### src/ocwdr_pkg.sv
// Purpose: Shared constants and types for the overclock watchdog block
// Assumes: Single 25 MHz clock, synchronous active-low reset
// Notes:   Register offsets are byte indices on the control register port
package ocwdr_pkg;

  // ==========================================================
  // Clock and timing
  localparam int unsigned CLK_HZ        = 25_000_000;
  localparam int unsigned TICK_MS       = 250;  // Base multiplier
  localparam int unsigned LONG_SCALE_S  = 3;    // Long multiplier
  localparam int unsigned PULSE_MS      = 20;   // Reset pulse length
  localparam int unsigned TICK_CYC      = CLK_HZ / 1000 * TICK_MS;
  localparam int unsigned PULSE_CYC     = CLK_HZ / 1000 * PULSE_MS;
  // Long scale expressed in base ticks (3 s / 250 ms)
  localparam logic [3:0]  LONG_TICKS    = 4'(LONG_SCALE_S * 1000 / TICK_MS);

  // ==========================================================
  // Widths
  localparam int unsigned M_W    = 7;
  localparam int unsigned N_W    = 9;
  localparam int unsigned O_W    = 3;
  localparam int unsigned CNT_W  = 7;  // Holds 7 * 12 ticks

  // ==========================================================
  // Register offsets (byte indices)
  localparam logic [7:0] OFS_CTRL   = 8'h00;
  localparam logic [7:0] OFS_STAT   = 8'h01;
  localparam logic [7:0] OFS_REC_LO = 8'h02;
  localparam logic [7:0] OFS_REC_HI = 8'h03;

  // Control byte field positions
  localparam int unsigned CTRL_ARM   = 0;
  localparam int unsigned CTRL_TMR   = 1;  // Bits 3:1
  localparam int unsigned CTRL_SCALE = 4;
  localparam int unsigned CTRL_RMODE = 5;
  localparam int unsigned CTRL_RSRC  = 6;
  localparam int unsigned CTRL_AUTO  = 7;
  // Status byte field positions
  localparam int unsigned STAT_ALARM = 0;
  localparam int unsigned STAT_SWRST = 1;
  localparam int unsigned STAT_ACT   = 2;
  localparam int unsigned STAT_PULSE = 3;
  localparam int unsigned STAT_SREN  = 4;

  // ==========================================================
  // Reset values
  localparam logic [2:0] TMR_RST   = 3'h0;
  localparam logic       SCALE_RST = 1'b1;
  localparam logic       AUTO_RST  = 1'b1;

  // ==========================================================
  // Types
  typedef struct packed {
    logic [M_W-1:0] m;
    logic [N_W-1:0] n;
    logic [O_W-1:0] o;
  } ocwdr_freq_type;

  typedef struct packed {
    logic       auto_rec;
    logic       rec_src;
    logic       reset_mode;
    logic       scale;
    logic [2:0] timer;
    logic       arm;
  } ocwdr_ctrl_type;

  typedef enum logic [1:0] {
    WD_IDLE,
    WD_COUNT,
    WD_DORMANT
  } ocwdr_state_type;

endpackage : ocwdr_pkg

### src/ocwdr_top.sv
// Purpose: Overclock watchdog with timed system reset and PLL recovery
// Assumes: Register port writes are pulses at write completion
// Notes:   Only the CPU PLL setting is ever restored
// Behaviour
// - In table-select mode a lock-up restores only the strapped settings.
// - Watchdog expiry drives system reset low for 20 ms.
// - Arming loads timer field times scale, then counts down.
// - Zero count while armed asserts reset and sets the alarm flag.
// - Reset output usable only when strap sampled low at power good.
// - Changing scale or timer during countdown restarts from new value.
// - After the pulse stay idle until reprogrammed or re-armed.
// - Arm bit resets to zero; each rising edge reloads the counter.
// - Timer field is three bits, default zero, zero is test mode.
// - Alarm flag resets to zero, set on expiry, software may clear.
// - Scale bit picks 250 ms or 3 s; reset value is 3 s.
// - Reset-mode clear gives pulse plus reload; set gives pulse only.
// - Recovery source clear restores strapped values, set uses register.
// - Autorecovery set fills recovery register; clear lets software write.
// - Nine-bit recovery register holds the feedback multiplier.
// - Hardware recovery restores M, N and divider latched at boot.
// - Auto recovery latches M and N on arming, reloads on timeout.
// - Manual recovery restores software N and saved M captured at arm.
// - No recovery keeps present M and N, only resets.
// - A write setting the soft reset bit emits a reset pulse.
// - Soft reset pulse lasts as long as the timeout pulse.
// - Soft reset bit clears itself once the pulse is asserted.
// - Recovery applies to the CPU PLL only, never the SRC PLL.
module ocwdr_top
  import ocwdr_pkg::*;
#(
  parameter int unsigned TICK_CYCLES  = TICK_CYC,
  parameter int unsigned PULSE_CYCLES = PULSE_CYC
) (
  // Clock and reset
  input  wire logic           clk,
  input  wire logic           rstn,
  // Register port, write taken when reg_wr is high
  input  wire logic           reg_wr,
  input  wire logic [7:0]     reg_addr,
  input  wire logic [7:0]     reg_wdata,
  output logic      [7:0]     reg_rdata,
  // Boot straps and frequency mode inputs
  input  wire logic           power_good_strobe_n,
  input  wire logic           sys_reset_pin_strap,
  input  wire ocwdr_freq_type hw_freq_pins,
  input  wire logic           sw_freq_table_select,
  input  wire ocwdr_freq_type cpu_freq_now,
  // Recovery to the CPU PLL
  output logic                restore_valid,
  output logic                restore_divider,
  output ocwdr_freq_type      restore_freq,
  // System reset pin
  output logic                system_reset_out_n
);

  // ==========================================================
  // Registers
  ocwdr_ctrl_type       ctrl_q;
  ocwdr_state_type      state_q,     state_d;
  logic                 alarm_q;
  logic                 soft_reset_request_q;
  logic [N_W-1:0]       rec_n_q;
  logic [M_W-1:0]       saved_m_q;
  ocwdr_freq_type       boot_freq_q;
  logic                 srst_en_q;
  logic                 pg_prev_q;
  logic [CNT_W-1:0]     cnt_q,       cnt_d;
  logic [22:0]          tick_cnt_q;
  logic [19:0]          pulse_cnt_q;
  logic                 restore_valid_q;
  logic                 restore_div_q;
  ocwdr_freq_type       restore_freq_q;
  logic                 reset_out_q;

  // ==========================================================
  // Decode
  ocwdr_ctrl_type new_ctrl;
  wire logic wr_ctrl   = reg_wr && (reg_addr == OFS_CTRL);
  wire logic wr_stat   = reg_wr && (reg_addr == OFS_STAT);
  wire logic wr_rec_lo = reg_wr && (reg_addr == OFS_REC_LO);
  wire logic wr_rec_hi = reg_wr && (reg_addr == OFS_REC_HI);
  assign new_ctrl = ocwdr_ctrl_type'(reg_wdata);

  // Arming edge and reprogramming while armed
  wire logic arm_rise = wr_ctrl && new_ctrl.arm && !ctrl_q.arm;
  wire logic reprog   = wr_ctrl && new_ctrl.arm
                        && ((new_ctrl.timer != ctrl_q.timer)
                        ||  (new_ctrl.scale != ctrl_q.scale));
  wire logic reload   = arm_rise || reprog;

  // Power good falls: strap and boot frequency are caught here
  wire logic pg_fall  = pg_prev_q && !power_good_strobe_n;

  // ==========================================================
  // Time base
  wire logic tick       = (tick_cnt_q == 23'(TICK_CYCLES - 1));
  wire logic pulse_busy = (pulse_cnt_q != 20'h00000);
  wire logic expire     = (state_q == WD_COUNT) && ctrl_q.arm
                          && tick && (cnt_q == '0);
  wire logic soft_fire  = soft_reset_request_q && !pulse_busy;

  // Load value: timer field times the selected multiplier
  function automatic logic [CNT_W-1:0] load_val(
    input logic [2:0] tmr,
    input logic       scl
  );
    logic [3:0] mul;
    mul = scl ? LONG_TICKS : 4'h1;
    // Widen both factors first so the product is never cut to four bits
    return CNT_W'(tmr) * CNT_W'(mul);
  endfunction : load_val

  // ==========================================================
  // Countdown state machine
  always_comb begin
    state_d = state_q;
    cnt_d   = cnt_q;
    unique case (state_q)
      WD_IDLE, WD_DORMANT: begin
        // Dormant after a pulse until reprogrammed or re-armed
        if (reload) begin
          state_d = WD_COUNT;
          cnt_d   = load_val(new_ctrl.timer, new_ctrl.scale);
        end
      end
      WD_COUNT: begin
        if (wr_ctrl && !new_ctrl.arm) begin
          state_d = WD_IDLE;
        end else if (reload) begin
          cnt_d = load_val(new_ctrl.timer, new_ctrl.scale);
        end else if (expire) begin
          state_d = WD_DORMANT;
        end else if (tick) begin
          cnt_d = cnt_q - CNT_W'(1);
        end
      end
    endcase
  end

  // ==========================================================
  // Recovery selection
  ocwdr_freq_type rec_freq;
  wire logic use_hw  = sw_freq_table_select || !ctrl_q.rec_src;
  wire logic do_rec  = expire && !ctrl_q.reset_mode;
  // Auto and manual both use saved M with the recovery N register
  assign rec_freq = use_hw ? boot_freq_q
                           : ocwdr_freq_type'{m: saved_m_q, n: rec_n_q,
                                              o: cpu_freq_now.o};

  // ==========================================================
  // State, counter and prescaler
  always_ff @(posedge clk) begin
    if (!rstn) begin
      state_q    <= WD_IDLE;
      cnt_q      <= '0;
      tick_cnt_q <= '0;
      pg_prev_q  <= 1'b1;
    end else begin
      state_q    <= state_d;
      cnt_q      <= cnt_d;
      pg_prev_q  <= power_good_strobe_n;
      // Prescaler restarts on reload so the first tick is a full period
      if (tick || reload) begin
        tick_cnt_q <= '0;
      end else begin
        tick_cnt_q <= tick_cnt_q + 23'h000001;
      end
    end
  end

  // Control register; arm resets low, scale high, timer to test code
  always_ff @(posedge clk) begin
    if (!rstn) begin
      ctrl_q <= '{auto_rec: AUTO_RST, rec_src: 1'b0, reset_mode: 1'b0,
                  scale: SCALE_RST, timer: TMR_RST, arm: 1'b0};
    end else if (wr_ctrl) begin
      ctrl_q <= new_ctrl;
    end
  end

  // Alarm flag; writing zero clears it but a same-cycle expiry wins
  always_ff @(posedge clk) begin
    if (!rstn) begin
      alarm_q <= 1'b0;
    end else if (expire) begin
      alarm_q <= 1'b1;
    end else if (wr_stat && !reg_wdata[STAT_ALARM]) begin
      alarm_q <= 1'b0;
    end
  end

  // Soft reset request; self-clears once its pulse has started
  always_ff @(posedge clk) begin
    if (!rstn) begin
      soft_reset_request_q <= 1'b0;
    end else if (wr_stat && reg_wdata[STAT_SWRST]) begin
      soft_reset_request_q <= 1'b1;
    end else if (soft_fire || expire) begin
      soft_reset_request_q <= 1'b0;
    end
  end

  // Recovery N register and hidden saved M
  always_ff @(posedge clk) begin
    if (!rstn) begin
      rec_n_q   <= '0;
      saved_m_q <= '0;
    end else begin
      if (arm_rise) begin
        saved_m_q <= cpu_freq_now.m;
      end
      if (arm_rise && ctrl_q.auto_rec) begin
        rec_n_q <= cpu_freq_now.n;
      end else if (!ctrl_q.auto_rec && wr_rec_lo) begin
        rec_n_q[7:0] <= reg_wdata;
      end else if (!ctrl_q.auto_rec && wr_rec_hi) begin
        rec_n_q[8] <= reg_wdata[0];
      end
    end
  end

  // Boot capture of strap and pin-selected frequency
  always_ff @(posedge clk) begin
    if (!rstn) begin
      srst_en_q   <= 1'b0;
      boot_freq_q <= '0;
    end else if (pg_fall) begin
      srst_en_q   <= !sys_reset_pin_strap;
      boot_freq_q <= hw_freq_pins;
    end
  end

  // ==========================================================
  // Reset pulse shared by timeout and soft request
  always_ff @(posedge clk) begin
    if (!rstn) begin
      pulse_cnt_q <= '0;
      reset_out_q <= 1'b1;
    end else begin
      if (expire || soft_fire) begin
        pulse_cnt_q <= 20'(PULSE_CYCLES);
      end else if (pulse_busy) begin
        pulse_cnt_q <= pulse_cnt_q - 20'h00001;
      end
      // Low only while counting and enabled by strap
      reset_out_q <= !(srst_en_q
                     && (expire || soft_fire
                     || (pulse_cnt_q > 20'h00001)));
    end
  end

  // Restore strobe toward the CPU PLL only
  always_ff @(posedge clk) begin
    if (!rstn) begin
      restore_valid_q <= 1'b0;
      restore_div_q   <= 1'b0;
      restore_freq_q  <= '0;
    end else begin
      restore_valid_q <= do_rec;
      if (do_rec) begin
        restore_freq_q <= rec_freq;
        restore_div_q  <= use_hw;
      end
    end
  end

  // ==========================================================
  // Readback
  logic [7:0] stat_byte;
  assign stat_byte = {3'h0, srst_en_q, pulse_busy,
                      (state_q == WD_COUNT),
                      soft_reset_request_q, alarm_q};

  always_comb begin
    unique case (reg_addr)
      OFS_CTRL:   reg_rdata = ctrl_q;
      OFS_STAT:   reg_rdata = stat_byte;
      OFS_REC_LO: reg_rdata = rec_n_q[7:0];
      OFS_REC_HI: reg_rdata = {7'h00, rec_n_q[8]};
      default:    reg_rdata = 8'h00;  // Unmapped reads zero
    endcase
  end

  // ==========================================================
  // Outputs
  assign system_reset_out_n = reset_out_q;
  assign restore_valid      = restore_valid_q;
  assign restore_divider    = restore_div_q;
  assign restore_freq       = restore_freq_q;

endmodule : ocwdr_top

### config.mk
export PLATFORM = sky130hd
export DESIGN_NAME = ocwdr_top
export DESIGN_NICKNAME = d
export VERILOG_FILES = /design/src/ocwdr_pkg.sv /design/src/ocwdr_top.sv
export SDC_FILE = /design/constraint.sdc
export NUM_CORES = 1
export LEC_CHECK = 0
export BUFFER_PORTS_ARGS = -buffer_cell sky130_fd_sc_hd__buf_2
export CAP_MARGIN = 10
export CORE_MARGIN = 2
export CORE_UTILIZATION = 44
export DETAILED_ROUTE_END_ITERATION = 16
export PLACE_DENSITY = 0.65
export SYNTH_ARGS = -nofsm -noshare
export SYNTH_HDL_FRONTEND = slang
export SYNTH_SLANG_ARGS = --single-unit
export TNS_END_PERCENT = 100
### constraint.sdc
create_clock -name clk -period 3.3 [get_ports clk]
set_input_delay 0.33 -clock clk [delete_from_list [all_inputs] [get_ports clk]]
set_output_delay 0.33 -clock clk [all_outputs]
set_load 0.02 [all_outputs]
# Word level (Yosys, flattened, before mapping)
# Index checks and enable logic that the tools add are counted.
# Widths: inputs -> output; s select.
word_totals:
  mem_count: 0
  reg_bits: 121
  elab_cells: 122
  latchBits: 0
  ramBits: 0
  output_inout_bits: 30
  romBits: 0
op_classes:
  bitwise_logic: 1
  n_shift: 0
  n_eq_ne: 15
  muxes: 24
  n_mul: 1
  n_div: 0
  reduce_logical: 50
  addsub: 3
  order_cmp: 1
op_table:
  columns: ["operator", "count"]
  rows:
  - ["$mux 19", 3]
  - ["$mux 7", 5]
  - ["$pmux 8 s4", 1]
  - ["$add 23x1->23 const B", 1]
  - ["$eq 23x23->1 const B", 1]
  - ["$gt 20x1->1 const B", 1]
  - ["$logic_and 1x1->1", 20]
  - ["$reduce_bool 20->1", 1]
  - ["$sub 20x1->20 const B", 1]
  - ["$eq 8x2->1 const B", 2]
  - ["$pmux 7 s2", 1]
  - ["$reduce_bool 2->1", 5]
  - ["$logic_not 1->1", 9]
  - ["$mux 9", 1]
  - ["$eq 8x1->1 const B", 1]
  - ["$logic_not 8->1", 1]
  - ["$mux 2", 4]
  - ["$mux 8", 1]
  - ["$logic_not 7->1", 1]
  - ["$mul 3x4->7", 1]
  - ["$sub 7x1->7 const B", 1]
  - ["$logic_or 1x1->1", 6]
  - ["$mux 1", 6]
  - ["$ne 2x2->1 const B", 3]
  - ["14 further kinds", 18]

# Depth between registers and ports, before layout
# Gate-level depths: netlist of run 1.
depth:
  depth_word: 8
  depth_mapped: 9
  ltp_nobuf: 9

# Worst setup path before layout of run 1
# OpenSTA, ideal clock, no wires.
synth_path:
  kind: "input to register"
  startpoint: "input port reg_addr[3]"
  endpoint: "register cnt_q[5]"
  t_required_ns: 3.208
  arrival_time_ns: 2.296
  setup_ns: 0.092
  path_stages: 7
  slack_ns: 0.912
  path_cell_list: "or4_4 > or2_1 > buf_6 > a311oi_4 > nand2b_2 > mux2_2 > o32ai_1"
synth_via:
  elab_chain_len: 8
  word_cells_on_any_way: 15
  classes_between: "4 x eq/ne; 3 x mux; 8 x reduce/logical"
synth_rtl:
  columns: ["element", "line_no", "source"]
  rows:
  - ["start, declared", "ocwdr_top.sv:39", "input wire logic [7:0] reg_addr,"]
  - ["$logic_not 8->1 *", "ocwdr_top.sv:78", "wire logic wr_ctrl = reg_wr && (reg_addr == OFS_CTRL);"]
  - ["$logic_and 1x1->1 *", "ocwdr_top.sv:78", null]
  - ["$logic_and 1x1->1", "ocwdr_top.sv:85, ocwdr_top.sv:86", null]
  - ["$logic_and 1x1->1, on equally long branches", "ocwdr_top.sv:85, ocwdr_top.sv:87", null]
  - ["$logic_or 1x1->1", "ocwdr_top.sv:89", "wire logic reload = arm_rise || reprog;"]
  - ["$mux 7", "ocwdr_top.sv:129", "end else if (reload) begin"]
  - ["$mux 7", "ocwdr_top.sv:127", "if (wr_ctrl && !new_ctrl.arm) begin"]
  - ["$pmux 7 s2", "ocwdr_top.sv:118", "unique case (state_q)"]
  - ["end signal, assigned", "ocwdr_top.sv:160", "cnt_q <= cnt_d;"]
  - ["end, declared", "ocwdr_top.sv:67", "logic [CNT_W-1:0] cnt_q, cnt_d;"]
# Mark *: on every way between the ends. The rest lies on a longest branch, timed or not. The select of a mux whose other input is x is not followed.
# A chain may end at the register's enable or synchronous reset.

# Worst setup path in the final report of run 1
layout_path:
  startpoint: "register pulse_cnt_q[8]"
  endpoint: "output port reg_rdata[3]"
layout_via:
  elab_chain_len: 2
layout_rtl:
  columns: ["element", "line_no", "source"]
  rows:
  - ["start, declared", "ocwdr_top.sv:69", "logic [19:0] pulse_cnt_q;"]
  - ["start signal, assigned", "ocwdr_top.sv:241", "pulse_cnt_q <= 20'(PULSE_CYCLES);"]
  - ["start signal, assigned", "ocwdr_top.sv:243", "pulse_cnt_q <= pulse_cnt_q - 20'h00001;"]
  - ["$reduce_bool 20->1", "ocwdr_top.sv:97", "wire logic pulse_busy = (pulse_cnt_q != 20'h00000);"]
  - ["$pmux 8 s4", "ocwdr_top.sv:275", "unique case (reg_addr)"]
  - ["end, declared", "ocwdr_top.sv:41", "output logic [7:0] reg_rdata,"]
# No other way between the ends.

==> metrics.txt, run 1 <==
worst skew pair latency=410 ps; All-Layer GR Usage=0.210; ys flop type=dfxtp_1; first-pass GRT wire length=23500 µm; LEAKAGE=0.00266 µW; Sw Ratio=0.282; CTS root buf=clkbuf_16; Reg power frac=0.381; largest net degree at the start of global routing=81; Final period util=0.868; Vias/cell=5.39; placed instance area=6240 µm²; # DRC=0; outcome=completed; Final Instance Area=6830 µm²; Comb pwr share=0.205; Slew Viols, Final=0; Final setup violation count=0; Max-cap violations=0; Final Hold Fails=0; Period minus WS final=2860 ps; initial antenna violation count=0; RD Place Congestion=0.833; Post-Syn Nets=739; Max-Slew Margin vs Limit=0.442; hold_ws=91.2 ps; Core Region=12600 µm²; post-route setup slack=436 ps; post-route ant nets=0; Clock Power Share=0.414; TritonCTS Buffers=17; Mapped Area=5660 µm²; DRT Pass-1 Iters=5; DR vias=5054; final net count=825; Post-synth ARST share=0; commonest non-fill, non-tap cell in the layout=dfxtp_1; clk sinks=121; FF+latch count, synth=121; Starting Density=0.450; WP data required=2970 ps; Die Area=13800 µm²; CTS tree=yes; Hold WC Path Type=input pin to flip-flop; Detail Placement HPWL=9900 µm; Worst Skew=12.5 ps; row count=41; DIE HEIGHT=117 µm; worst slack, placed=651 ps; cts repair resizes=0; Post-synth EDFFs=0; Layout area overhead=20.8%; CTS Buffer Depth=2; Peak VDD IR=0.416 mV; die width=117 µm; Synth Instances=668; Inserted Diodes=0; post-CTS setup buffers=0; ratio of cells with drive above 1 in the final layout=0.184; synth warn=0; global route overflow=0; I/O pins=90; critical path class=flip-flop to primary output; largest fanout on the critical path=5; post-detailed-route wirelength per cell=14.9 µm; worst slew pin tran=835 ps; setup repair after global routing missed its margin=false; CP Launch Type=flip-flop; Avg Inst Size Synth=8.47 µm²; Psw=1270 µW; # hold bufs at CTS=0; Port-buffer cells=89; drt total wl=14000 µm; H-tree lvl count=4; vias in the first global route=4878; Yosys cell types=60; most frequent cells in the layout=dfxtp_1 (121), nand2_1 (99), buf_2 (89), nor2_1 (87), a21oi_1 (61); Pwr Density=660 nW/µm²; Worst EP arrival=2530 ps; Post-Route Setup TNS=0 ps; Worst-path clk slew=50 ps; initial DRC count=320; internal power=3240 µW; register area share after synthesis=0.428; Setup crit end kind=primary output; fmax=349 MHz
[routing by layer]
layer	GRT usage	wire (µm)	vias up
met1	0.278	6510	2385
met3	0.0511	703	17
met5	0	0	-
met2	0.336	6560	146
li1	-	-	2506
met4	0.0723	201	0
[Yosys cell counts (2+ instances only)]
| cell type | number | area, µm² |
|---|---|---|
| ha_1 | 10 | 125 |
| xnor2_1 | 22 | 193 |
| mux2i_1 | 31 | 310 |
| nor2b_1 | 5 | 31.3 |
| and4_1 | 2 | 17.5 |
| nand4_1 | 12 | 75.1 |
| nor2_1 | 88 | 330 |
| buf_2 | 4 | 20.0 |
| a211oi_1 | 27 | 203 |
| nand2b_1 | 6 | 37.5 |
| o32ai_1 | 4 | 35.0 |
| and3_1 | 5 | 31.3 |
| nor4_2 | 2 | 25.0 |
| a21o_1 | 3 | 22.5 |
| a21oi_1 | 61 | 305 |
| buf_4 | 3 | 22.5 |
| buf_1 | 2 | 7.51 |
| nor4_1 | 11 | 68.8 |
| dfxtp_1 | 121 | 2420 |
| nor3_1 | 18 | 90.1 |
| nand3_1 | 26 | 130 |
| nand2_1 | 99 | 372 |
| or3_1 | 5 | 31.3 |
| o211ai_1 | 2 | 15.0 |
| nor4b_1 | 3 | 26.3 |
| xor2_1 | 20 | 175 |
| clkbuf_1 | 19 | 71.3 |
| a22oi_1 | 5 | 37.5 |
| and2_1 | 8 | 50.1 |
| inv_1 | 12 | 45.0 |
| nand4b_1 | 2 | 17.5 |
| or2_1 | 2 | 12.5 |
[worst max-delay path, cell delays in order, from the launching register on]
cell,delay (ps)
dfxtp_1,350
or4_1,570
nor4_2,330
nor3b_2,360
a211oi_1,120
a21oi_1,140
nor2_1,80
buf_2,160
[state kept, by name, summed over array words and instances (netlist names), 2 cells and up]
| signal | count |
|---|---|
| tick_cnt_q | 23 |
| pulse_cnt_q | 20 |
| boot_freq_q | 19 |
| restore_freq | 19 |
| rec_n_q | 9 |
| ctrl_q | 8 |
| cnt_q | 7 |
| saved_m_q | 7 |
| state_q | 2 |
[power groups by stage]
stage | sequential [µW] | combinational, µW | clock, µW
after floorplan | 1720 | 726 | 0
after global placement | 1740 | 883 | 0
after CTS | 1720 | 919 | 1900
after detailed placement | 1750 | 911 | 0
final | 1720 | 924 | 1860
after global routing | 1740 | 1040 | 1960
[final cells by class]
cell class	instances	area (µm²)
Multi-Input combinational cell	504	3050
Timing Repair Buffer	97	505
Clock inverter	8	119
Fill cell	1181	5730
Tap cell	172	215
Inverter	13	48.8
Sequential cell	121	2420
Clock buffer	22	474
[path summary, 6_finish.rpt]
| check | startpoint | to | slack (ps) | depth (start not counted) |
|---|---|---|---|---|
| worst max-delay path | pulse_cnt_q[8]$_SDFFE_PN0P_ | reg_rdata[3] | 440 | 7 |
| worst min-delay path | sys_reset_pin_strap | srst_en_q$_SDFFE_PN0P_ | 90 | 2 |
| worst max register to register | tick_cnt_q[0]$_SDFF_PP0_ | restore_freq[4]$_SDFFE_PN0P_ | 590 | 8 |
| worst min register to register | boot_freq_q[14]$_SDFFE_PN0P_ | boot_freq_q[14]$_SDFFE_PN0P_ | 450 | 2 |
[stage by stage]
step,std cells,total power [µW],util
2_1_floorplan,668,2450,-
3_3_place_gp,907,2620,0.497
3_5_place_dp,907,2660,0.497
4_1_cts,937,4540,0.544
5_1_grt,937,4740,0.544
6_report,937,4510,0.544
[kinds of logic (layout without fill, tap and decap cells)]
| logic type | after synthesis | after routing | share of synthesized area |
|---|---|---|---|
| muxes | 34 | 34 | 0.0635 |
| other | 1 | 1 | 0.000663 |
| and+or+nand+nor | 304 | 304 | 0.255 |
| AOI/OAI and AO/OA | 112 | 112 | 0.128 |
| adders and majority gates | 11 | 11 | 0.0257 |
| xor gates and xnor gates | 42 | 42 | 0.0650 |
| DFF | 121 | 121 | 0.428 |
| buffers and inverters | 43 | 140 | 0.0336 |
Power figures use the tool's default switching activity.
==> inputs of run 2 (changes only) <==
==> constraint.sdc (replaced) <==
create_clock -name clk -period 3.3 [get_ports clk]
set_input_delay 0.33 -clock clk [delete_from_list [all_inputs] [get_ports clk]]
set_output_delay 0.33 -clock clk [all_outputs]
set_load 0.01 [all_outputs]
==> run 2 against run 1 <==
Compared with the run above:
- final cell count unchanged
- via count down 0.40%
- clock power down 3%
- critical path depth unchanged
- first-iteration DRC count up 18%
- setup slack better by 15 ps
- sequential cell count unchanged
- largest power group unchanged
==> metrics.txt, run 2 (synthesis results as in run 1) <==
LEAKAGE=0.00265 µW; Largest register FFs=23; DR vias=5034; final core utilization=0.542; R2R cell count=8; Slew Viols, Final=0; post-route ant nets=0; WP data required=2970 ps; final net count=825; I/O pins=90; Setup crit end kind=primary output; ratio of cells with drive above 1 in the final layout=0.184; Worst-path clk slew=50 ps; All-Layer GR Usage=0.210; DRT Pass-1 Iters=5; TritonCTS Buffers=17; Inserted Diodes=0; first-pass GRT wire length=23500 µm; fmax=351 MHz; worst slew pin tran=826 ps; Crit Reg-Reg Startpoint=tick_cnt_q[0]$_SDFF_PP0_; initial DRC count=379; largest fanout on the critical path=5; hold endpoint=srst_en_q$_SDFFE_PN0P_; Peak VDD IR=0.391 mV; FILL cells=1153; worst skew pair latency=420 ps; post-CTS setup buffers=0; CTS tree=yes; most frequent cells in the layout=dfxtp_1 (121), nand2_1 (99), buf_2 (89), nor2_1 (87), a21oi_1 (61); post-detailed-route wirelength per cell=15.0 µm; critical path class=flip-flop to primary output; commonest non-fill, non-tap cell in the layout=dfxtp_1; largest net degree at the start of global routing=43; # hold bufs at CTS=0; global route overflow=0; Max-cap violations=0; reg-to-reg slack, setup=670 ps; Final period util=0.863; CP Launch Type=flip-flop; outcome=completed; Post-Route Setup TNS=0 ps; Max-Slew Margin vs Limit=0.448; Pwr Density=653 nW/µm²; vias in the first global route=4853; Largest regs=tick_cnt_q: 23 flops, pulse_cnt_q: 20 flops; Hold WC Path Type=input pin to flip-flop; Final setup violation count=0; RD Place Congestion=0.844; die width=117 µm; Die Area=13800 µm²; Critical R2R Capture=restore_freq[17]$_SDFFE_PN0P_; Period minus WS final=2850 ps; Starting Density=0.450; Vias/cell=5.37; Worst Skew=7.43 ps; CTS root buf=clkbuf_16; setup repair after global routing missed its margin=false; Min-Delay Startpoint=sys_reset_pin_strap; H-tree lvl count=4; clk sinks=121; # DRC=0; Worst EP arrival=2520 ps; Layout area overhead=20.4%; Top reg by flops=tick_cnt_q; CTS Buffer Depth=2; drt total wl=14100 µm; Detail Placement HPWL=9980 µm; initial antenna violation count=0; DIE HEIGHT=117 µm; hold depth=2; cts repair resizes=0; Port-buffer cells=89; Core Region=12600 µm²; Final Hold Fails=0; row count=41
==> run 2: changes by cell type in the layout (fill, tap and decap cells not counted), sizes merged <==
cell      previous run  this run
clkinvlp             0         1
clkinv               4         5
inv                 14        13
bufinv               3         2
==> run 2: power by group <==
group / switching [µW] / internal, µW / total (µW)
sequential: 130 / 1600 / 1730
combinational: 513 / 407 / 920
clock: 643 / 1160 / 1800
==> run 2: how the worst max path moves through the flow <==
stage / end / from / slack (ps)
floorplan: cnt_q[5]$_SDFFE_PN0P_ / reg_addr[3] / 910
global placement: cnt_q[5]$_SDFFE_PN0P_ / reg_addr[3] / 730
detailed placement: cnt_q[5]$_SDFFE_PN0P_ / reg_addr[3] / 640
CTS: reg_rdata[3] / pulse_cnt_q[8]$_SDFFE_PN0P_ / 420
global route: reg_rdata[3] / pulse_cnt_q[8]$_SDFFE_PN0P_ / 280
finish: reg_rdata[3] / pulse_cnt_q[8]$_SDFFE_PN0P_ / 450
==> run 2: per-stage QoR <==
| stage | total power (µW) | area [µm²] | instances | hold WS [ps] | setup WS [ps] |
|---|---|---|---|---|---|
| 3_3_place_gp | 2620 | 6240 | 907 | 440 | 726 |
| 4_1_cts | 4460 | 6810 | 937 | 106 | 421 |
| 2_1_floorplan | 2450 | 5660 | 668 | 381 | 912 |
| 3_5_place_dp | 2660 | 6240 | 907 | 448 | 643 |
| 5_1_grt | 4670 | 6810 | 937 | 102 | 283 |
| 6_report | 4450 | 6810 | 937 | 119 | 451 |
==> run 2: layer usage <==
layer | vias to the layer above | global-route usage | wire, µm | part of all wire
met4 | 0 | 0.0745 | 282 | 0.020
li1 | 2501 | - | - | -
met3 | 26 | 0.0535 | 696 | 0.049
met2 | 133 | 0.336 | 6540 | 0.46
met1 | 2374 | 0.275 | 6550 | 0.47
met5 | - | 0 | 0 | 0
==> run 2: layout make-up <==
type	instances	area, µm²	share of cell area
Tap cell	172	215	0.0316
Clock buffer	22	474	0.0696
Sequential cell	121	2420	0.356
Clock inverter	8	96.3	0.0141
Inverter	13	48.8	0.00716
Timing Repair Buffer	97	505	0.0742
Multi-Input combinational cell	504	3050	0.448
==> run 2: critical path, stage by stage, from the launching register on <==
cell	delay, ps
dfxtp_1	350
or4_1	570
nor4_2	340
nor3b_2	350
a211oi_1	130
a21oi_1	150
nor2_1	80
buf_2	140
==> inputs of run 3 (changes only) <==
Settings changed: BUFFER_PORTS_ARGS -buffer_cell sky130_fd_sc_hd__buf_2 to default, DONT_BUFFER_PORTS from default to 1, PLACE_DENSITY 0.65 to 0.59.
==> run 3 against run 2 <==
Compared with the run above:
- first-iteration DRC count down 43%
- non-clock buffer count fell by 88
- clock power shrank 7%
- via count is 8.5% lower
- register-to-register slack worse by 60 ps
- critical path depth is the same
- largest power group is now registers
- sequential share of layout area rose by 2.6 points
- final area decreased by 6.8%
- setup slack worse by 82 ps
- utilization down 3.7 points
- critical endpoint unchanged
==> metrics.txt, run 3 (synthesis results as in run 1) <==
worst skew pair latency=410 ps; cts repair resizes=0; Starting Density=0.450; crit path buf inv count=1; Worst-path clk slew=50 ps; Setup crit end kind=primary output; outcome=completed; Final setup violation count=0; Psw=1240 µW; Sw Ratio=0.289; CTS Buffer Depth=2; initial DRC count=217; Top reg by flops=tick_cnt_q; vias in the first global route=4429; Max-Slew Margin vs Limit=0.438; largest fanout on the critical path=12; Slew Viols, Final=0; worst slew pin tran=841 ps; Peak VDD IR=0.404 mV; first-pass GRT wire length=22600 µm; Max-cap violations=0; Inserted Diodes=0; initial antenna violation count=0; global route overflow=0; Hold WC Path Type=input pin to flip-flop; CTS tree=yes; Final Instance Area=6350 µm²; Layout area overhead=12.2%; LEAKAGE=0.00223 µW; row count=41; die width=117 µm; largest net degree at the start of global routing=54; commonest non-fill, non-tap cell in the layout=dfxtp_1; post-detailed-route wirelength per cell=16.1 µm; Pwr Density=674 nW/µm²; Period minus WS final=2930 ps; slowest stage delay, CP=570 ps; Final period util=0.888; most frequent cells in the layout=dfxtp_1 (121), nand2_1 (99), nor2_1 (87), a21oi_1 (61), mux2i_1 (31); Largest regs=tick_cnt_q: 23 flops, pulse_cnt_q: 20 flops; Clock Power Share=0.394; fmax=341 MHz; post-route ant nets=0; Worst Skew=7.04 ps; critical path class=flip-flop to primary output; WP data required=2970 ps; # DRC=0; ratio of cells with drive above 1 in the final layout=0.0739; CTS root buf=clkbuf_16; DRT Pass-1 Iters=4; I/O pins=90; Reg power frac=0.403; Comb pwr share=0.203; Final Hold Fails=0; DIE HEIGHT=117 µm; RD Place Congestion=0.845; CP Launch Type=flip-flop; placed instance area=5790 µm²; DR vias=4607; TritonCTS Buffers=17; All-Layer GR Usage=0.205; Post-Route Setup TNS=0 ps; hold_ws=18.7 ps; H-tree lvl count=4; final net count=737; slowest CP cell=or4_1; CP cell instances=or4_1 -> nor4_2 -> nor3b_2 -> buf_4 -> a211oi_1 -> a21oi_1 -> nor2_1; internal power=3040 µW; Detail Placement HPWL=9910 µm; Core Region=12600 µm²; setup repair after global routing missed its margin=false; drt total wl=13600 µm; Port-buffer cells=0; Largest register FFs=23; CP delay by family, top=simple AND/OR/NAND/NOR gates; clk sinks=121; post-CTS setup buffers=0; Worst EP arrival=2600 ps; Vias/cell=5.43; Die Area=13800 µm²
run 3: changes by cell type in the layout (fill, tap and decap cells not counted):
cell,delta
buf_4,-1
clkinvlp_4,+1
bufinv_16,-1
buf_2,-89
dlygate4sd3_1,+2
clkbuf_1,+1
clkbuf_8,-1
run 3: final cells by class:
type,instances,area [µm²]
flip-flops and latches,121,2420
clock inverters,8,73.8
well taps,172,215
clock buffers,22,464
fillers,1201,6220
repair buffers,9,72.6
multi-input cells,504,3050
inverters,13,48.8
run 3: final timing paths:
kind	start	to	slack (ps)	cells after the start
max	pulse_cnt_q[8]$_SDFFE_PN0P_	reg_rdata[3]	370	7
min	power_good_strobe_n	pg_prev_q$_SDFF_PN1_	20	1
max reg2reg	tick_cnt_q[0]$_SDFF_PP0_	restore_freq[6]$_SDFFE_PN0P_	610	8
min reg2reg	boot_freq_q[5]$_SDFFE_PN0P_	boot_freq_q[5]$_SDFFE_PN0P_	450	2
run 3: timing repair:
action,CTS,global route
hold buffers,2,0
endpoints found under the hold margin,3,0
setup endpoints to repair,0,0
run 3: worst reg2reg max path, cell delays in order (launching register included):
cell and delay (ps):
dfxtp_1 370, ha_1 240, nand3_1 160, nor4_1 580, nand4_1 370, nor2_2 160, buf_4 370, nor2_1 100
a211oi_1 260
run 3: through the flow:
stage | utilization | setup WS (ps) | power, µW | instances
floorplan | - | 912 | 2450 | 668
global placement | 0.461 | 807 | 2580 | 817
detailed placement | 0.461 | 682 | 2610 | 817
CTS | 0.505 | 361 | 4310 | 849
global route | 0.505 | 180 | 4530 | 849
finish | 0.505 | 369 | 4280 | 849
run 3: per-layer routing:
metal	routed length (µm)	part of all wire	track usage
met1	6070	0.45	0.264
met2	6290	0.46	0.313
met3	1140	0.084	0.0798
met4	120	0.0088	0.0715
met5	0	0	0
run 3: power groups by stage:
stage | clock network (µW) | registers, µW | logic [µW]
floorplan | 0 | 1720 | 725
global placement | 0 | 1740 | 840
detailed placement | 0 | 1750 | 858
CTS | 1720 | 1720 | 866
global route | 1790 | 1740 | 997
finish | 1680 | 1720 | 869
